## src/serial_port_pkg.sv

```systemverilog
// constants for the serial control port and its two-entry receive buffer
package serial_port_pkg;
  // register byte offsets
  localparam logic [4:0] REG_CTRL = 5'h00;
  localparam logic [4:0] REG_STATUS = 5'h04;
  localparam logic [4:0] REG_TXDATA = 5'h08;
  localparam logic [4:0] REG_RXDATA = 5'h0C;
  localparam logic [4:0] REG_MODECMD = 5'h10;
  // control fields
  localparam int CTRL_SER_BIT = 0;
  localparam int CTRL_FMT_LSB = 1;
  localparam int CTRL_BAUD_LSB = 3;
  // status fields, and the valid bit of the receive data word
  localparam int ST_MODE_LSB = 0;
  localparam int ST_TXRDY_BIT = 2;
  localparam int ST_RXAV_BIT = 3;
  localparam int ST_STICKY_LSB = 4;
  localparam int RXD_VALID_BIT = 8;
  // reset values
  localparam logic RST_SER = 1'b0;
  localparam logic [1:0] RST_FMT = 2'h0;
  localparam logic [2:0] RST_BAUD = 3'h5;
  // character formats
  localparam logic [1:0] FMT_8N = 2'h0;
  localparam logic [1:0] FMT_7E = 2'h1;
  localparam logic [1:0] FMT_7O = 2'h2;
  // framing, timing and panel modes
  localparam int FRAME_BITS = 11;
  localparam int PAYLOAD_BITS = 8;
  localparam int STOP_BITS = 2;
  localparam int CLK_HZ = 200_000_000;
  localparam int BAUD_BASE = 300;
  localparam logic [2:0] BAUD_SEL_MAX = 3'h5;
  typedef enum logic [1:0] {MODE_LOCAL, MODE_REMOTE, MODE_LOCKOUT} mode_e;
endpackage

`timescale 1ns/1ps

// small fifo with valid/ready on both sides
module char_buffer
  import serial_port_pkg::*;
#(
  parameter int WIDTH = 8,
  parameter int DEPTH = 2
)
(
  input wire logic core_clk_in,
  input wire logic rst_in,
  input wire logic in_valid_in,
  output logic in_ready_out,
  input wire logic [WIDTH-1:0] in_data_in,
  output logic out_valid_out,
  input wire logic out_ready_in,
  output logic [WIDTH-1:0] out_data_out
);
  localparam int PW = (DEPTH > 1) ? $clog2(DEPTH) : 1;
  localparam logic [PW:0] FULL_CNT = (PW + 1)'(DEPTH);
  localparam logic [PW-1:0] LAST_PTR = PW'(DEPTH - 1);

  logic [WIDTH-1:0] mem_reg [DEPTH];
  logic [PW-1:0] wr_ptr_reg;
  logic [PW-1:0] rd_ptr_reg;
  logic [PW:0] count_reg;

  wire push = in_valid_in & in_ready_out;
  wire pop = out_valid_out & out_ready_in;
  assign in_ready_out = (count_reg != FULL_CNT);
  assign out_valid_out = (count_reg != '0);
  assign out_data_out = mem_reg[rd_ptr_reg];

  always_ff @(posedge core_clk_in)
  begin
    if (push)
    begin
      mem_reg[wr_ptr_reg] <= in_data_in;
    end
  end

  always_ff @(posedge core_clk_in)
  begin
    if (rst_in)
    begin
      wr_ptr_reg <= '0;
      rd_ptr_reg <= '0;
      count_reg <= '0;
    end
    else
    begin
      if (push)
      begin
        wr_ptr_reg <= (wr_ptr_reg == LAST_PTR) ? '0 : wr_ptr_reg + 1'b1;
      end
      if (pop)
      begin
        rd_ptr_reg <= (rd_ptr_reg == LAST_PTR) ? '0 : rd_ptr_reg + 1'b1;
      end
      if (push & ~pop)
      begin
        count_reg <= count_reg + 1'b1;
      end
      else if (pop & ~push)
      begin
        count_reg <= count_reg - 1'b1;
      end
    end
  end
endmodule
```

## src/serial_control_port.sv

```systemverilog
// serial programming port: uart framing, interface select, panel mode control
// Behaviour
// - every frame is exactly eleven bits
// - one start bit, two stop bits always
// - seven data plus parity, or eight data
// - six baud rates, 300 to 9600
// - port active only when locally selected
// - parallel bus disabled while serial selected
// - local command keeps all panel keys working
// - remote command blocks keys except local
// - lockout command blocks every panel key
// - mode commands accepted only via serial port
`timescale 1ns/1ps

module serial_control_port
  import serial_port_pkg::*;
#(
  parameter int KEYS = 8,
  parameter int BIT_CYC_300 = CLK_HZ / BAUD_BASE
)
(
  input wire logic core_clk_in,
  input wire logic rst_in,
  input wire logic wb_cyc_in,
  input wire logic wb_stb_in,
  input wire logic wb_we_in,
  input wire logic [4:0] wb_adr_in,
  input wire logic [3:0] wb_sel_in,
  input wire logic [31:0] wb_dat_in,
  output logic [31:0] wb_dat_out,
  output logic wb_ack_out,
  input wire logic rxd_in,
  output logic txd_out,
  input wire logic [KEYS-1:0] panel_keys_in,
  input wire logic local_key_in,
  output logic [KEYS-1:0] panel_keys_out,
  output logic local_key_out,
  output logic gpib_enable_out,
  output logic [1:0] mode_out
);
  localparam int CNT_W = $clog2(BIT_CYC_300 + 1);
  localparam logic [3:0] TX_LAST = 4'(FRAME_BITS - 1);
  localparam logic [3:0] RX_LAST_DATA = 4'(PAYLOAD_BITS - 1);
  localparam logic [3:0] RX_LAST_STOP = 4'(STOP_BITS - 1);

  typedef enum logic [1:0] {RX_IDLE, RX_START, RX_DATA, RX_STOP} rx_state_e;
  typedef enum logic {TX_IDLE, TX_SEND} tx_state_e;

  logic ack_reg;
  logic [31:0] dat_reg;
  logic serial_sel_reg;
  logic [1:0] fmt_reg;
  logic [2:0] baud_reg;
  logic [3:0] sticky_reg;
  mode_e mode_reg;
  logic [KEYS-1:0] keys_reg;
  logic local_key_reg;
  logic gpib_en_reg;
  rx_state_e rx_state_reg;
  logic [CNT_W-1:0] rx_cnt_reg;
  logic [3:0] rx_idx_reg;
  logic [7:0] rx_shift_reg;
  logic rx_hold_valid_reg;
  logic [7:0] rx_hold_reg;
  tx_state_e tx_state_reg;
  logic [CNT_W-1:0] tx_cnt_reg;
  logic [3:0] tx_idx_reg;
  logic [FRAME_BITS-1:0] tx_shift_reg;

  // bus decode
  wire req = wb_cyc_in & wb_stb_in & ~ack_reg;
  wire done = wb_cyc_in & wb_stb_in & ack_reg;
  wire wr_lo = done & wb_we_in & wb_sel_in[0];
  wire wr_ctrl = wr_lo & (wb_adr_in == REG_CTRL);
  wire wr_status = wr_lo & (wb_adr_in == REG_STATUS);
  wire wr_tx = wr_lo & (wb_adr_in == REG_TXDATA);
  wire wr_mode = wr_lo & (wb_adr_in == REG_MODECMD);
  wire rd_rx = done & ~wb_we_in & (wb_adr_in == REG_RXDATA);

  // six rates, codes above the top rate clamp to it
  wire [2:0] baud_eff = (baud_reg > BAUD_SEL_MAX) ? BAUD_SEL_MAX : baud_reg;
  wire [CNT_W-1:0] bit_len = CNT_W'(BIT_CYC_300 >> baud_eff);
  wire [CNT_W-1:0] half_len = bit_len >> 1;

  // receive path
  wire rx_tick = (rx_cnt_reg == '0);
  wire rx_done = (rx_state_reg == RX_STOP) & rx_tick & (rx_idx_reg == RX_LAST_STOP);
  wire rx_ferr_evt = (rx_state_reg == RX_STOP) & rx_tick & ~rxd_in;
  wire rx_par_odd = ^rx_shift_reg;
  wire rx_perr_evt = rx_done & (((fmt_reg == FMT_7E) & rx_par_odd) | ((fmt_reg == FMT_7O) & ~rx_par_odd));
  // format code 3 behaves as eight data bits, same as the transmitter
  wire rx_fmt7 = (fmt_reg == FMT_7E) | (fmt_reg == FMT_7O);
  wire [7:0] rx_char = rx_fmt7 ? {1'b0, rx_shift_reg[6:0]} : rx_shift_reg;
  wire fifo_in_ready;
  wire fifo_out_valid;
  wire [7:0] fifo_out_data;
  wire hold_taken = rx_hold_valid_reg & fifo_in_ready;
  wire rx_ovr_evt = rx_done & rx_hold_valid_reg & ~fifo_in_ready;

  // transmit path
  wire tx_ready = (tx_state_reg == TX_IDLE) & serial_sel_reg;
  wire tx_load = wr_tx & tx_ready;
  wire tx_tick = (tx_cnt_reg == '0);
  wire tx_end = (tx_state_reg == TX_SEND) & tx_tick & (tx_idx_reg == TX_LAST);
  wire [6:0] tx_d7 = wb_dat_in[6:0];
  wire [7:0] tx_payload = (fmt_reg == FMT_7E) ? {^tx_d7, tx_d7} :
                          (fmt_reg == FMT_7O) ? {~^tx_d7, tx_d7} : wb_dat_in[7:0];

  // mode commands
  wire [1:0] cmd_code = wb_dat_in[1:0];
  wire cmd_ok = wr_mode & serial_sel_reg & (cmd_code != 2'h3);
  wire cmd_refused = wr_mode & ~cmd_ok;

  wire [3:0] sticky_evt = {cmd_refused, rx_ferr_evt, rx_perr_evt, rx_ovr_evt};
  wire [3:0] sticky_clr = wr_status ? wb_dat_in[ST_STICKY_LSB +: 4] : 4'h0;

  wire [31:0] ctrl_word = {26'h0, baud_reg, fmt_reg, serial_sel_reg};
  wire [31:0] status_word = {24'h0, sticky_reg, fifo_out_valid, tx_ready, mode_reg};
  wire [31:0] rxdata_word = {23'h0, fifo_out_valid, fifo_out_data};
  wire [31:0] rd_mux = (wb_adr_in == REG_CTRL) ? ctrl_word :
                       (wb_adr_in == REG_STATUS) ? status_word :
                       (wb_adr_in == REG_RXDATA) ? rxdata_word :
                       (wb_adr_in == REG_MODECMD) ? {30'h0, mode_reg} : 32'h0;

  assign wb_ack_out = ack_reg;
  assign wb_dat_out = dat_reg;
  assign txd_out = tx_shift_reg[0];
  assign panel_keys_out = keys_reg;
  assign local_key_out = local_key_reg;
  assign gpib_enable_out = gpib_en_reg;
  assign mode_out = mode_reg;

  // one wait state: ack the cycle after the request, drop it after
  always_ff @(posedge core_clk_in)
  begin
    if (rst_in)
    begin
      ack_reg <= 1'b0;
      dat_reg <= 32'h0;
    end
    else
    begin
      ack_reg <= req;
      dat_reg <= (req & ~wb_we_in) ? rd_mux : 32'h0;
    end
  end

  always_ff @(posedge core_clk_in)
  begin
    if (rst_in)
    begin
      serial_sel_reg <= RST_SER;
      fmt_reg <= RST_FMT;
      baud_reg <= RST_BAUD;
      sticky_reg <= 4'h0;
    end
    else
    begin
      if (wr_ctrl)
      begin
        serial_sel_reg <= wb_dat_in[CTRL_SER_BIT];
        fmt_reg <= wb_dat_in[CTRL_FMT_LSB +: 2];
        baud_reg <= wb_dat_in[CTRL_BAUD_LSB +: 3];
      end
      // a new event beats a simultaneous clear
      sticky_reg <= sticky_evt | (sticky_reg & ~sticky_clr);
    end
  end

  always_ff @(posedge core_clk_in)
  begin
    if (rst_in)
    begin
      mode_reg <= MODE_LOCAL;
      keys_reg <= '0;
      local_key_reg <= 1'b0;
      gpib_en_reg <= 1'b1;
    end
    else
    begin
      gpib_en_reg <= ~serial_sel_reg;
      if (!serial_sel_reg)
      begin
        mode_reg <= MODE_LOCAL;
      end
      else if (cmd_ok)
      begin
        mode_reg <= mode_e'(cmd_code);
      end
      else if ((mode_reg == MODE_REMOTE) && local_key_in)
      begin
        mode_reg <= MODE_LOCAL;
      end
      // keys pass in local; none in lockout
      keys_reg <= (mode_reg == MODE_LOCAL) ? panel_keys_in : '0;
      local_key_reg <= local_key_in & (mode_reg == MODE_LOCAL);
    end
  end

  always_ff @(posedge core_clk_in)
  begin
    if (rst_in || !serial_sel_reg)
    begin
      rx_state_reg <= RX_IDLE;
      rx_cnt_reg <= '0;
      rx_idx_reg <= 4'h0;
      rx_shift_reg <= 8'h0;
    end
    else
    begin
      case (rx_state_reg)
        RX_IDLE:
        begin
          // half a bit to the centre of start
          if (!rxd_in)
          begin
            rx_cnt_reg <= half_len;
            rx_state_reg <= RX_START;
          end
        end
        RX_START:
        begin
          if (!rx_tick)
          begin
            rx_cnt_reg <= rx_cnt_reg - 1'b1;
          end
          else if (rxd_in)
          begin
            // glitch, not a start bit
            rx_state_reg <= RX_IDLE;
          end
          else
          begin
            rx_cnt_reg <= bit_len - 1'b1;
            rx_idx_reg <= 4'h0;
            rx_state_reg <= RX_DATA;
          end
        end
        RX_DATA:
        begin
          if (!rx_tick)
          begin
            rx_cnt_reg <= rx_cnt_reg - 1'b1;
          end
          else
          begin
            rx_shift_reg <= {rxd_in, rx_shift_reg[7:1]};
            rx_cnt_reg <= bit_len - 1'b1;
            rx_idx_reg <= (rx_idx_reg == RX_LAST_DATA) ? 4'h0 : rx_idx_reg + 1'b1;
            if (rx_idx_reg == RX_LAST_DATA)
            begin
              rx_state_reg <= RX_STOP;
            end
          end
        end
        RX_STOP:
        begin
          if (!rx_tick)
          begin
            rx_cnt_reg <= rx_cnt_reg - 1'b1;
          end
          else if (rx_done)
          begin
            rx_state_reg <= RX_IDLE;
          end
          else
          begin
            rx_idx_reg <= rx_idx_reg + 1'b1;
            rx_cnt_reg <= bit_len - 1'b1;
          end
        end
        default:
        begin
          rx_state_reg <= RX_IDLE;
        end
      endcase
    end
  end

  // holding stage stalls until the buffer takes the character
  always_ff @(posedge core_clk_in)
  begin
    if (rst_in)
    begin
      rx_hold_valid_reg <= 1'b0;
      rx_hold_reg <= 8'h0;
    end
    else if (rx_done && (!rx_hold_valid_reg || fifo_in_ready))
    begin
      rx_hold_valid_reg <= 1'b1;
      rx_hold_reg <= rx_char;
    end
    else if (hold_taken)
    begin
      rx_hold_valid_reg <= 1'b0;
    end
  end

  char_buffer #(
    .WIDTH(8),
    .DEPTH(2)
  ) u_rx_buffer (
    .core_clk_in(core_clk_in),
    .rst_in(rst_in),
    .in_valid_in(rx_hold_valid_reg),
    .in_ready_out(fifo_in_ready),
    .in_data_in(rx_hold_reg),
    .out_valid_out(fifo_out_valid),
    .out_ready_in(rd_rx),
    .out_data_out(fifo_out_data)
  );

  // transmitter held idle unless selected
  // shift register idles at all ones for a mark line; deselect cuts a frame short
  always_ff @(posedge core_clk_in)
  begin
    if (rst_in || !serial_sel_reg)
    begin
      tx_state_reg <= TX_IDLE;
      tx_cnt_reg <= '0;
      tx_idx_reg <= 4'h0;
      tx_shift_reg <= '1;
    end
    else
    begin
      case (tx_state_reg)
        TX_IDLE:
        begin
          if (tx_load)
          begin
            tx_shift_reg <= {2'b11, tx_payload, 1'b0};
            tx_cnt_reg <= bit_len - 1'b1;
            tx_idx_reg <= 4'h0;
            tx_state_reg <= TX_SEND;
          end
        end
        TX_SEND:
        begin
          if (!tx_tick)
          begin
            tx_cnt_reg <= tx_cnt_reg - 1'b1;
          end
          else if (tx_end)
          begin
            tx_state_reg <= TX_IDLE;
          end
          else
          begin
            tx_shift_reg <= {1'b1, tx_shift_reg[FRAME_BITS-1:1]};
            tx_idx_reg <= tx_idx_reg + 1'b1;
            tx_cnt_reg <= bit_len - 1'b1;
          end
        end
        default:
        begin
          tx_state_reg <= TX_IDLE;
        end
      endcase
    end
  end

  AST_FRAME_LEN:
    assert property (@(posedge core_clk_in) disable iff (rst_in)
      (tx_state_reg == TX_SEND) && $past(tx_state_reg == TX_SEND) && (tx_idx_reg != $past(tx_idx_reg))
      |-> (tx_idx_reg == $past(tx_idx_reg) + 4'h1) && (tx_idx_reg <= TX_LAST))
    else $error("tx bit index skipped or ran past the frame");

  AST_START_STOP:
    assert property (@(posedge core_clk_in) disable iff (rst_in)
      (tx_state_reg == TX_SEND) |-> (tx_idx_reg == 4'h0) ? !txd_out : ((tx_idx_reg >= 4'h9) ? txd_out : 1'b1))
    else $error("start bit not low or stop bit not high");

  AST_PARITY:
    assert property (@(posedge core_clk_in) disable iff (rst_in)
      $rose(tx_state_reg == TX_SEND) && ((fmt_reg == FMT_7E) || (fmt_reg == FMT_7O))
      |-> (^tx_shift_reg[8:1]) == (fmt_reg == FMT_7O))
    else $error("transmitted parity wrong for format");

  AST_BAUD:
    assert property (@(posedge core_clk_in) disable iff (rst_in)
      (baud_reg >= BAUD_SEL_MAX) |-> bit_len == CNT_W'(BIT_CYC_300 >> 5))
    else $error("bit period not clamped to fastest rate");

  AST_RX_OFF:
    assert property (@(posedge core_clk_in) disable iff (rst_in)
      !serial_sel_reg |=> (rx_state_reg == RX_IDLE) && txd_out)
    else $error("serial port active while not selected");

  AST_GPIB_OFF:
    assert property (@(posedge core_clk_in) disable iff (rst_in)
      ##1 (gpib_enable_out != $past(serial_sel_reg)))
    else $error("parallel bus enable does not follow selection");

  AST_LOCAL_KEYS:
    assert property (@(posedge core_clk_in) disable iff (rst_in)
      (mode_reg == MODE_LOCAL) |=> panel_keys_out == $past(panel_keys_in))
    else $error("keys blocked in local mode");

  AST_REMOTE_ESC:
    assert property (@(posedge core_clk_in) disable iff (rst_in)
      (mode_reg == MODE_REMOTE) && local_key_in && !cmd_ok |=> (mode_reg == MODE_LOCAL) ##1 (panel_keys_out == $past(panel_keys_in)))
    else $error("local key did not leave remote mode");

  AST_LOCKOUT:
    assert property (@(posedge core_clk_in) disable iff (rst_in)
      (mode_reg == MODE_LOCKOUT) |=> (panel_keys_out == '0) && !local_key_out)
    else $error("key passed in lockout mode");

  AST_CMD_SERIAL:
    assert property (@(posedge core_clk_in) disable iff (rst_in)
      wr_mode && !serial_sel_reg |=> (mode_reg == MODE_LOCAL) && sticky_reg[3])
    else $error("mode command taken without serial selection");
endmodule

```

## config.mk

```make
export PLATFORM = sky130hd
export DESIGN_NAME = serial_control_port
export DESIGN_NICKNAME = d
export VERILOG_FILES = /design/src/serial_port_pkg.sv /design/src/serial_control_port.sv
export SDC_FILE = /design/constraint.sdc
export NUM_CORES = 1
export LEC_CHECK = 0
export ABC_AREA = 1
export ABC_CLOCK_PERIOD_IN_PS = 2130
export BUFFER_PORTS_ARGS = -buffer_cell sky130_fd_sc_hd__buf_2
export CORE_MARGIN = 8
export CORE_UTILIZATION = 50
export CTS_BUF_LIST = sky130_fd_sc_hd__clkbuf_16
export CTS_CLUSTER_DIAMETER = 150
export CTS_CLUSTER_SIZE = 30
export DETAILED_ROUTE_END_ITERATION = 10
export PLACE_DENSITY = 0.86
export REMOVE_ABC_BUFFERS = 1
export SYNTH_ARGS = -nofsm -noshare
export SYNTH_HDL_FRONTEND = slang
export SYNTH_SLANG_ARGS = --single-unit
```

## constraint.sdc

```tcl
create_clock -name core_clk_in -period 2.13 [get_ports core_clk_in]
set_input_delay 0.426 -clock core_clk_in [delete_from_list [all_inputs] [get_ports core_clk_in]]
set_output_delay 0.426 -clock core_clk_in [all_outputs]
set_load 0.03 [all_outputs]
```

Word level (Yosys, flattened, before mapping)
Memories as Yosys holds them, arrays and structs flattened. A register that Yosys moved wholly into a read port is not among the register bits.
Index checks and enable logic that the tools add are counted.
{"block": "word_totals", "reg_bits": 138, "latchBits": 0, "ramBits": 16, "romBits": 0, "wordCells": 206, "n_memories": 1}
{"memory": "u_rx_buffer.mem_reg", "depth": 2, "width": 8, "rd": 1, "rd_ports_with_merged_regs": 1, "wr": 1, "line_no": "serial_port_pkg.sv:60", "text": "logic [WIDTH-1:0] mem_reg [DEPTH];"}
{"block": "classes", "add_sub_neg": 9, "multipliers": 0, "div_mod_pow": 0, "n_lt_le_gt_ge": 1, "n_eq_ne": 29, "shift": 1, "n_mux": 59, "bitwise": 49, "n_reduce_logical": 31}
{"cell": "20-bit 2-to-1 mux", "count": 9}
{"cell": "20-bit one-hot mux with 4 select lines", "count": 1}
{"cell": "20-bit by 1-bit subtractor with 20-bit output (second input constant)", "count": 3}
{"cell": "20-bit logical NOT", "count": 2}
{"cell": "4-bit 2-to-1 mux", "count": 10}
{"cell": "20-bit one-hot mux with 2 select lines", "count": 1}
{"cell": "11-bit 2-to-1 mux", "count": 3}
{"cell": "1-bit AND", "count": 32}
{"cell": "8-bit 2-to-1 mux", "count": 4}
{"cell": "2-bit 2-to-1 mux", "count": 12}
{"cell": "2-bit inequality test (second input constant)", "count": 12}
{"cell": "11-bit one-hot mux with 2 select lines", "count": 1}
{"cell": "20-bit by 3-bit right shift with 20-bit output (first input constant)", "count": 1}
{"cell": "1-bit inverter", "count": 12}
{"cell": "4-bit one-hot mux with 3 select lines", "count": 1}
{"cell": "6-bit AND reduction", "count": 2}
{"cell": "1-bit 2-to-1 mux", "count": 11}
{"cell": "5-bit by 4-bit equality test with 1-bit output (second input constant)", "count": 2}
{"cell": "9-bit 2-to-1 mux", "count": 1}
{"cell": "3-bit inequality test (second input constant)", "count": 3}
{"cell": "4-bit by 1-bit adder with 4-bit output (second input constant)", "count": 2}
{"cell": "2-bit one-hot mux with 4 select lines", "count": 1}
{"cell": "4-bit one-hot mux with 2 select lines", "count": 1}
{"cell": "2-bit nonzero test", "count": 4}
{"cell": "other kinds (34)", "count": 48}

Logic depth before layout (Yosys ltp)
Gate-level depths: netlist (run 1).
{"block": "depth", "ltp_word": 10, "mapped_depth": 17, "depth_no_buf": 17}

Modules after synthesis
A second synthesis (run 1) with hierarchy kept.
{"block": "unflattened", "cells_unflattened": 1133, "area_unflattened_um2": 7775.0}
{"mod": "serial_control_port", "instances": 1, "cells_per_inst": 1071, "area_each_um2": 6949.2, "seq_area_each_um2": 2182.1}
{"mod": "char_buffer", "instances": 1, "cells_per_inst": 62, "area_each_um2": 825.8, "seq_area_each_um2": 580.6}

Least setup slack after synthesis (run 1)
OpenSTA, ideal clock, no wires.
{"block": "synth_timing", "kind": "register to register", "startpoint": "reg baud_reg[0]", "endpoint": "reg rx_cnt_reg[6]", "setup_time_ps": 113, "arrival_ps": 2150, "t_required_ps": 2017, "slack_ps": -133, "path_stages_with_launch": 18, "period_less_slack_ps": 2263, "cell_sequence": "dfxtp_1 > nor2_1 > nor2_1 > inv_1 > ha_1 > nand2_1 > inv_1 > nor2_1 > ha_1 > nor3_1 > nor2_1 > nand2_1 > o21ai_0 > nand2_1 > nand3_1 > o21ai_0 > nor2_1 > nor2_1"}
{"block": "synth_via", "elab_chain_cells": 7, "elab_cells_between_ends": 11, "cone_classes": "add/sub: 1; order compare: 1; shift: 1; mux: 8"}
{"element": "start, declared", "line_no": "serial_control_port.sv:53", "text": "logic [2:0] baud_reg;"}
{"element": "start signal, assigned", "line_no": "serial_control_port.sv:163", "text": "baud_reg <= wb_dat_in[CTRL_BAUD_LSB +: 3];"}
{"element": "3-bit > comparator", "line_no": "serial_control_port.sv:81", "text": "wire [2:0] baud_eff = (baud_reg > BAUD_SEL_MAX) ? BAUD_SEL_MAX : baud_reg;"}
{"element": "3-bit 2-to-1 mux (*)", "line_no": "serial_control_port.sv:81"}
{"element": "20-bit by 3-bit right shift with 20-bit output (*)", "line_no": "serial_control_port.sv:82", "text": "wire [CNT_W-1:0] bit_len = CNT_W'(BIT_CYC_300 >> baud_eff);"}
{"element": "20-bit by 1-bit subtractor with 20-bit output", "line_no": "serial_control_port.sv:234, serial_control_port.sv:248, serial_control_port.sv:269"}
{"element": "20-bit 2-to-1 mux (on tied branches)", "line_no": "serial_control_port.sv:262, serial_control_port.sv:227"}
{"element": "20-bit 2-to-1 mux (on tied branches)", "line_no": "serial_control_port.sv:258, serial_control_port.sv:223"}
{"element": "20-bit one-hot mux with 4 select lines (*)", "line_no": "serial_control_port.sv:211", "text": "case (rx_state_reg)"}
{"element": "end signal, assigned", "line_no": "serial_control_port.sv:234", "text": "rx_cnt_reg <= bit_len - 1'b1;"}
{"element": "end signal, assigned", "line_no": "serial_control_port.sv:248", "text": "rx_cnt_reg <= bit_len - 1'b1;"}
{"element": "end signal, assigned", "line_no": "serial_control_port.sv:269", "text": "rx_cnt_reg <= bit_len - 1'b1;"}
{"element": "end, declared", "line_no": "serial_control_port.sv:60", "text": "logic [CNT_W-1:0] rx_cnt_reg;"}
Mark *: on every way between the ends. The rest lies on a longest branch, timed or not. The select of a mux whose other input is x is not followed.
A chain may end at the register's enable or synchronous reset.

Worst setup path in the final report (run 1)
Ends and elaborated chain as after synthesis.

==> impl_results.md, run 1 <==
* Outcome: finished, final reports clean
* Root Buffer: clkbuf_16
* Routed WL at 20,400 µm
* Pin count of the biggest net entering global routing at 47
* Asr flop ratio synth at 0
* Port bufs at 51
* Grt ovf at 0
* Ant diodes at 0
* Dpl cell area at 8160 µm²
* Synth Instances at 1,121
* Worst setup path class: flip-flop to flip-flop
* Core footprint at 15,000 µm²
* Setup violations, final at 0
* Critical path peak fanout at 3
* Initial antenna violation count at 0
* Site row count at 45
* RSZ-0062 raised after global routing: yes
* Max_cap viols at 0
* Sequential cell area at 2770 µm²
* Clk slew on worst S/H paths at 60 ps
* Yosys cell types at 47
* Minimum clock period at 2080 ps
* Nets at 1,277
* # fillers at 1,287
* Global Route Usage Sum at 0.209
* Setup WS pre-CTS at -64.0 ps
* Max_slew headroom at 0.524
* Final Skew at 6.80 ps
* PD cells at 662 nW/µm²
* Crit. End Element: flip-flop
* Post-Layout Cell Count at 1,405
* Cell with the most instances after synthesis: nand2_1
* Wire length of the first global-routing pass at 33,500 µm
* Vias in the first global route at 7,129
* Setup crit start kind: flip-flop
* GPL Wtd Cong at 0.955
* CTS tree: done
* Placed Cells at 1,371
* Synthesis-to-layout area growth at 17.7%
* Share of layout cells above drive strength 1 at 0.157
* Multi-input logic area at 4230 µm²
* Drt via density at 5.41
* Final worst-path setup slack at 46.3 ps
* Worst skew pair latency at 430 ps
* # DRC at 0
* Avg Inst Size Synth at 6.77 µm²
* FMAX at 480 MHz
* Worst VDD drop at 0.000636 V
* Post-synth EDFFs at 16
* Largest cells by area after synthesis: dfxtp_1 (30%), nand2_1 (13%), nor2_1 (8.7%)
* Period utilization at 0.978
* I/O pin cnt at 102
* Fin. max-slew vios at 0
* Via count at 7,600
* Buffer depth of the longest clock path at 2
* Initial Util at 0.505
* Register area share after synthesis at 0.364
* Post-DP HPWL at 14,300 µm
* WP data arrival at 2410 ps
* Clk sinks at 130
* Synth Warn # at 0
* CP Data Required Time at 2460 ps
* Hold WS at 207 ps
* Post-synth top area cell: dfxtp_1
* Post-DRT Antenna Nets at 0
* Synth Flop Type: dfxtp_1
* 1st-pass router iterations at 7
* Post-route cell area at 8920 µm²
* Worst Tran Pin Value at 707 ps
* Leakage power at 4.35 nW
* Synthesis-stage register bit count at 130
* Post-Synthesis Cell Area at 7580 µm²
* Synth cell count leaders: nand2_1 (271), nor2_1 (175), dfxtp_1 (114), inv_1 (114), a21oi_1 (80)
* Hold/Removal Path Class: primary input to flip-flop
* Iteration-0 DRC Markers at 721
* Die Ht at 139 µm
* Die ar. at 19,400 µm²
* H-tree depth at 4
* DR WL/cell at 14.5 µm
* Num CTS Buffers at 17
* Synth top area share at 0.301
* Hold Vio Cnt, Final at 0
* Final Core Density at 0.594
* Die Wd at 139 µm
==> metal layers <==
metal	global-route usage	part of all wire	vias up
li1	-	-	3750
met2	0.351	0.49	301
met5	0	0	-
met3	0.0503	0.072	67
met4	0.105	0.034	0
met1	0.246	0.41	3482
==> layout by cell type (no fill, tap or decap), types with 3 or more instances in the layout <==
| cell | instances |
|---|---|
| xor2_1 | 18 |
| nor2_4 | 9 |
| nand2_1 | 267 |
| buf_2 | 51 |
| a21oi_1 | 80 |
| o211ai_1 | 9 |
| nand4_1 | 18 |
| inv_2 | 5 |
| nand2_2 | 10 |
| mux2i_1 | 3 |
| nor2_2 | 16 |
| a211oi_1 | 5 |
| conb_1 | 23 |
| clkinv_4 | 3 |
| bufinv_16 | 5 |
| nand3_2 | 5 |
| nor3_1 | 6 |
| edfxtp_1 | 16 |
| ha_1 | 14 |
| or2_2 | 5 |
| o21ai_1 | 21 |
| buf_4 | 40 |
| nand3_1 | 62 |
| clkbuf_16 | 17 |
| inv_1 | 114 |
| dfxtp_1 | 111 |
| o21ai_0 | 67 |
| nor2_1 | 164 |
| xnor2_1 | 12 |
==> logic make-up after synthesis <==
logic type,Yosys count,share of synthesized area
AO/OA/AOI/OAI,193,0.136
XOR/XNOR,31,0.0358
adder cells (fa/ha/maj),17,0.0280
buffers and inverters,171,0.103
flip-flops,130,0.364
multiplexers,3,0.00396
other,1,0.000494
AND/OR/NAND/NOR,575,0.329
==> critical path, cell delays in order (launching register included) <==
cell and delay [ps]:
dfxtp_2 340, nor2_2 150, nor2_2 80, inv_2 60, ha_2 170, nand2_1 60, inv_1 120, nor2_4 60
ha_4 170, nor3_4 200, nor2_4 60, o21ai_2 150, nand2_1 90, nand3_2 60, o21ai_1 60, nor2_1 110
nor2_1 50
==> layout make-up <==
type | instances | area share
clock inverters | 15 | 0.0241
inverters | 120 | 0.0510
well taps | 188 | 0.0264
repair buffers | 93 | 0.0667
flip-flops and latches | 130 | 0.310
multi-input cells | 842 | 0.474
clock buffers | 17 | 0.0477
==> metrics by stage <==
step	TNS, ps	total power [W]
floorplan	-15510	0.00269
global placement	0	0.00275
detailed placement	-64.0	0.00276
CTS	0	0.00592
global route	-180	0.00607
finish	0	0.00590
==> final timing paths <==
| check | cells after the start | from | to | slack [ps] |
|---|---|---|---|---|
| max | 16 | baud_reg[0] | rx_cnt_reg[6] | 50 |
| min | 3 | panel_keys_in[2] | panel_keys_out[2] | 210 |
| max reg2reg | 16 | baud_reg[0] | rx_cnt_reg[6] | 50 |
| min reg2reg | 0 | rx_hold_reg[1] | u_rx_buffer.mem_reg[1][1] | 460 |
==> power breakdown <==
part	switching, W	internal, W
logic	0.000168	0.0000573
registers	0.00000261	0.00248
clock network	0.00112	0.00207
==> what timing repair did <==
| action | in CTS | in global routing |
|---|---|---|
| resized for setup | 5 | 32 |
| hold buffers | 0 | 0 |
| setup buffers | 0 | 2 |
| pin swaps | 2 | 9 |
| setup endpoints to repair | 1 | 30 |
No activity file was read; power rests on OpenSTA's default activity.
==> run 2: changes to the inputs <==
--- a/config.mk
+++ b/config.mk
@@ -7,14 +7,14 @@
 export LEC_CHECK = 0
 export ABC_AREA = 1
 export ABC_CLOCK_PERIOD_IN_PS = 2130
-export BUFFER_PORTS_ARGS = -buffer_cell sky130_fd_sc_hd__buf_2
 export CORE_MARGIN = 8
 export CORE_UTILIZATION = 50
 export CTS_BUF_LIST = sky130_fd_sc_hd__clkbuf_16
 export CTS_CLUSTER_DIAMETER = 150
 export CTS_CLUSTER_SIZE = 30
 export DETAILED_ROUTE_END_ITERATION = 10
-export PLACE_DENSITY = 0.86
+export DONT_BUFFER_PORTS = 1
+export PLACE_DENSITY = 0.8
 export REMOVE_ABC_BUFFERS = 1
 export SYNTH_ARGS = -nofsm -noshare
 export SYNTH_HDL_FRONTEND = slang
==> run 2 against run 1 <==
  * Combinational power is 30% lower
  * Cell count is 3.6% lower
  * Maximum frequency is 1.1% higher
==> impl_results.md, run 2 (synthesized netlist as in run 1, its figures left out) <==
* DR WL/cell at 14.5 µm
* H-tree depth at 4
* Site row count at 45
* Worst skew pair latency at 420 ps
* Final Skew at 6.29 ps
* Final Core Density at 0.570
* CTS tree: done
* Die Ht at 139 µm
* Crit. End Element: flip-flop
* Pin count of the biggest net entering global routing at 32
* Setup WS pre-CTS at -21.8 ps
* Hold Vio Cnt, Final at 0
* Max incr delay on CP at 360 ps
* Final worst-path setup slack at 68.6 ps
* Crit path max-delay cell type: dfxtp_4
* Share of layout cells above drive strength 1 at 0.114
* Most frequent cells in the layout: nand2_1 (269), nor2_1 (167), inv_1 (114)
* Most common cell after layout, fill and taps aside: nand2_1
* Wire length of the first global-routing pass at 32,100 µm
* Multi-input logic area at 4200 µm²
* Outcome: finished, final reports clean
* CP Buf/Inv Count at 2
* Period utilization at 0.968
* GRT met3 Usage at 0.0372
* Family with the most delay on the worst path: simple AND/OR/NAND/NOR gates
* # fillers at 1,341
* Met1 Use GR at 0.240
* Placed Cells at 1,320
* Num CTS Buffers at 17
* Post-DRT Antenna Nets at 0
* Via count at 7,298
* Global Route Usage Sum at 0.200
* Grt ovf at 0
* 1st-pass router iterations at 4
* # DRC at 0
* Max_slew headroom at 0.540
* Ant diodes at 0
* Cell breakdown of the critical path: nor2_2, nor2_1, buf_4, buf_4, ha_1, nand2_1, nand2_2, nor2_2, nand2_1, o21ai_2, nand2_1, nand3_1, o21ai_0, nor2_1, nor2_1
* Worst setup path class: flip-flop to flip-flop
* Post-DP HPWL at 14,000 µm
* I/O pin cnt at 102
* Fin. max-slew vios at 0
* PD cells at 654 nW/µm²
* Root Buffer: clkbuf_16
* FMAX at 485 MHz
* Max_cap viols at 0
* Vias in the first global route at 6,765
* Clk slew on worst S/H paths at 60 ps
* Worst Tran Pin Value at 688 ps
* Core footprint at 15,000 µm²
* Post-CTS Hold Buffers at 0
* WP data arrival at 2380 ps
* Setup crit start kind: flip-flop
* Critical path peak fanout at 6
* Minimum clock period at 2060 ps
* Synthesis-to-layout area growth at 12.9%
* Dpl cell area at 7880 µm²
* Routed WL at 19,600 µm
* Most used routing layer: met2
* Final setup TNS at 0 ps
* Nets at 1,226
* GR Util met2 at 0.341
* Post-Layout Cell Count at 1,354
* RSZ-0062 raised after global routing: yes
* Initial antenna violation count at 0
* Worst VDD drop at 0.000626 V
* Buffer depth of the longest clock path at 2
* Port bufs at 0
* Die Wd at 139 µm
* Post-route cell area at 8570 µm²
* Die ar. at 19,400 µm²
* Drt via density at 5.39
* Hold/Removal Path Class: primary input to flip-flop
* Initial Util at 0.505
* GPL Wtd Cong at 0.906
* Sequential cell area at 2770 µm²
* Clk sinks at 130
* Setup violations, final at 0
* CP Data Required Time at 2450 ps
* Iteration-0 DRC Markers at 619
* Leakage power at 4.08 nW
run 2: cell count changes in the layout (fill, tap and decap cells not counted), sizes merged:
cell,change
buf,-51
bufinv,-2
clkinv,-1
clkinvlp,+3
run 2: worst paths after layout:
path              depth (start not counted)           start                         to  slack [ps]
setup / recovery                         15     baud_reg[0]              rx_cnt_reg[6]          70
hold / removal                            1          rst_in             rx_hold_reg[0]          70
setup reg to reg                         15     baud_reg[0]              rx_cnt_reg[6]          70
hold reg to reg                           0  rx_hold_reg[1]  u_rx_buffer.mem_reg[0][1]         460
run 2: final cells by class:
type                            count  share of cell area
Clock buffer                       17              0.0497
Clock inverter                     15              0.0197
Inverter                          120              0.0532
Multi-Input combinational cell    842               0.490
Sequential cell                   130               0.323
Tap cell                          188              0.0275
Timing Repair Buffer               42              0.0368
run 2: timing repair:
action,in CTS,in global routing
setup buffers,0,2
resized for setup,2,29
pin swaps,0,10
cloned,0,0
setup endpoints to repair,1,23
endpoints found under the hold margin,0,0
run 2: stage by stage:
step,total power (W),hold WS [ps]
floorplan,0.00269,426
global placement,0.00271,433
detailed placement,0.00271,436
CTS,0.00561,63.3
global route,0.00574,57.0
finish,0.00561,69.0
run 2: worst register-to-register path: stages, from the launching register on:
cell,delay (ps)
dfxtp_4,360
nor2_2,130
nor2_1,80
buf_4,130
buf_4,150
ha_1,300
nand2_1,80
nand2_2,90
nor2_2,120
nand2_1,80
o21ai_2,80
nand2_1,70
nand3_1,60
o21ai_0,80
nor2_1,110
nor2_1,50
run 2: power by group:
| part | internal [W] | total, W | switching, W |
|---|---|---|---|
| registers | 0.00248 | 0.00251 | 0.0000237 |
| logic | 0.0000341 | 0.000158 | 0.000124 |
| clock network | 0.00183 | 0.00294 | 0.00111 |
run 2: metal layers:
metal / vias up / part of all wire
met4: 0 / 0.031
met2: 236 / 0.48
li1: 3650 / -
met3: 53 / 0.061
met1: 3359 / 0.43
met5: - / 0
==> run 3: changes to the inputs <==
--- a/config.mk
+++ b/config.mk
@@ -7,7 +7,7 @@
 export LEC_CHECK = 0
 export ABC_AREA = 1
 export ABC_CLOCK_PERIOD_IN_PS = 2130
-export CORE_MARGIN = 8
+export CORE_MARGIN = 3
 export CORE_UTILIZATION = 50
 export CTS_BUF_LIST = sky130_fd_sc_hd__clkbuf_16
 export CTS_CLUSTER_DIAMETER = 150
==> run 3 against run 2 <==
  * First-iteration DRC count is 29% higher
  * Clock-buffer cell count unchanged
  * Final area fell by 0.23%
  * Total power decreased by 2.1%
  * Highest routed layer unchanged
  * Die area is 14% lower
  * Utilization is 1.2 points higher
  * Non-clock buffer count increased by 1
  * Routed wire length decreased by 1.4%
  * Global-route usage grew 3.5 points
  * Combinational power decreased by 3%
  * Sequential power is essentially flat
  * Via count decreased by 1.8%
==> impl_results.md, run 3 (synthesized netlist as in run 1, its figures left out) <==
* Max_slew headroom at 0.572
* Routed WL at 19,300 µm
* Fin. max-slew vios at 0
* Sequential cell area at 2770 µm²
* Clk sinks at 130
* Reg2reg start: baud_reg[0]
* GPL Wtd Cong at 0.902
* Pin count of the biggest net entering global routing at 32
* Hold path cells at 1
* Iteration-0 DRC Markers at 800
* Reg-to-Reg End: tx_cnt_reg[6]
* Die Ht at 129 µm
* I/O pin cnt at 102
* Via count at 7,165
* WP data arrival at 2420 ps
* PD cells at 642 nW/µm²
* Site row count at 44
* Max incr delay on CP at 330 ps
* Most common cell after layout, fill and taps aside: nand2_1
* H-tree depth at 4
* Nets at 1,227
* Worst Tran Pin Value at 639 ps
* Final setup TNS at 0 ps
* CP most frequent cell: nor2_2
* Critical path peak fanout at 3
* Die ar. at 16,700 µm²
* Sequential power share at 0.456
* Cell breakdown of the critical path: nor2_2, nor2_2, inv_1, ha_2, nand2_2, inv_2, nor2_4, ha_4, nor3_2, nor2_2, nand2_1, o21ai_2, buf_4, nand2_1, nand3_1, a21oi_1
* Dpl cell area at 7890 µm²
* R2R Setup Slk at 80 ps
* CP Data Required Time at 2500 ps
* WHS Endpoint: u_rx_buffer.rd_ptr_reg
* CTS tree: done
* Crit. End Element: flip-flop
* 1st-pass router iterations at 6
* Post-DP HPWL at 13,700 µm
* Root Buffer: clkbuf_16
* Most frequent cells in the layout: nand2_1 (268), nor2_1 (166), inv_1 (114)
* Outcome: finished, final reports clean
* Post-DRT Antenna Nets at 0
* Global Route Usage Sum at 0.235
* Drt via density at 5.30
* Share of layout cells above drive strength 1 at 0.114
* Crit path max-delay cell type: dfxtp_2
* Worst skew pair latency at 430 ps
* Num CTS Buffers at 17
* Multi-input logic area at 4190 µm²
* Family with the most delay on the worst path: simple AND/OR/NAND/NOR gates
* Setup violations, final at 0
* Core footprint at 14,700 µm²
* FMAX at 487 MHz
* Clock power frac at 0.516
* CP Buf/Inv Count at 3
* Initial antenna violation count at 0
* Hold/Removal Path Class: primary input to flip-flop
* Post-route cell area at 8550 µm²
* Post-CTS Hold Buffers at 0
* P_sw at 0.00127 W
* Minimum clock period at 2050 ps
* Leakage power at 4.08 nW
* Initial Util at 0.516
* Internal at 0.00422 W
* Synthesis-to-layout area growth at 12.7%
* Hold Vio Cnt, Final at 0
* Period utilization at 0.964
* Clk slew on worst S/H paths at 60 ps
* Hold wc startpoint: rst_in
* Max_cap viols at 0
* # fillers at 1,318
* # DRC at 0
* Final Skew at 7.13 ps
* Logic pwr share at 0.028
* Ant diodes at 0
* DR WL/cell at 14.3 µm
* Port bufs at 0
* Setup crit start kind: flip-flop
* R2R depth at 16
* Hold WS at 54.8 ps
* Switching Share at 0.231
* Worst VDD drop at 0.000582 V
* Vias in the first global route at 6,693
* Grt ovf at 0
* Worst setup path class: flip-flop to flip-flop
* Wire length of the first global-routing pass at 31,500 µm
* Buffer depth of the longest clock path at 2
* Die Wd at 129 µm
* Final Core Density at 0.581
run 3: cell count changes in the layout (fill, tap and decap cells not counted), sizes merged:
cell    previous run  this run
bufinv             3         2
buf               42        43
clkinv             6         9
inv              123       121
run 3: routing by layer:
| metal | track usage | routed length (µm) |
|---|---|---|
| met4 | 0.117 | 628 |
| met2 | 0.385 | 9060 |
| met1 | 0.294 | 8330 |
| met5 | 0 | 0 |
| met3 | 0.0470 | 1290 |
run 3: final cells by class:
class | instances | area share
Clock buffer | 17 | 0.0498
Clock inverter | 15 | 0.0168
Inverter | 120 | 0.0533
Multi-Input combinational cell | 842 | 0.490
Sequential cell | 130 | 0.324
Tap cell | 184 | 0.0269
Timing Repair Buffer | 43 | 0.0392
run 3: worst max path at each step:
stage	slack (ps)	cells past startpoint	start	to
6_report	80	16	baud_reg[0]	tx_cnt_reg[6]
3_3_place_gp	40	16	baud_reg[1]	rx_cnt_reg[6]
2_1_floorplan	-570	3	rst_in	flip-flop
5_1_grt	-80	16	baud_reg[0]	rx_cnt_reg[6]
4_1_cts	20	17	baud_reg[2]	rx_cnt_reg[6]
3_5_place_dp	3	16	baud_reg[1]	rx_cnt_reg[6]
run 3: through the flow:
stage / worst slack [ps] / total power [W] / cells
6_report: 77.5 / 0.00549 / 1351
5_1_grt: -83.0 / 0.00564 / 1351
4_1_cts: 21.8 / 0.00551 / 1348
3_5_place_dp: 2.72 / 0.00271 / 1316
3_3_place_gp: 42.2 / 0.00271 / 1316
2_1_floorplan: -565 / 0.00269 / 1092
run 3: power groups by stage:
stage / Clock, W / Combinational [W] / Sequential, W
after floorplan: 0 / 0.000126 / 0.00256
after global placement: 0 / 0.000149 / 0.00256
after detailed placement: 0 / 0.000151 / 0.00256
after CTS: 0.00285 / 0.000152 / 0.00251
after global routing: 0.00296 / 0.000172 / 0.00250
final: 0.00283 / 0.000153 / 0.00250
run 3: what timing repair did:
item | in CTS | in global routing
pin swaps | 0 | 6
endpoints found under the setup margin | 2 | 9
cloned | 0 | 0
resized for setup | 2 | 24
buffers inserted | 0 | 3
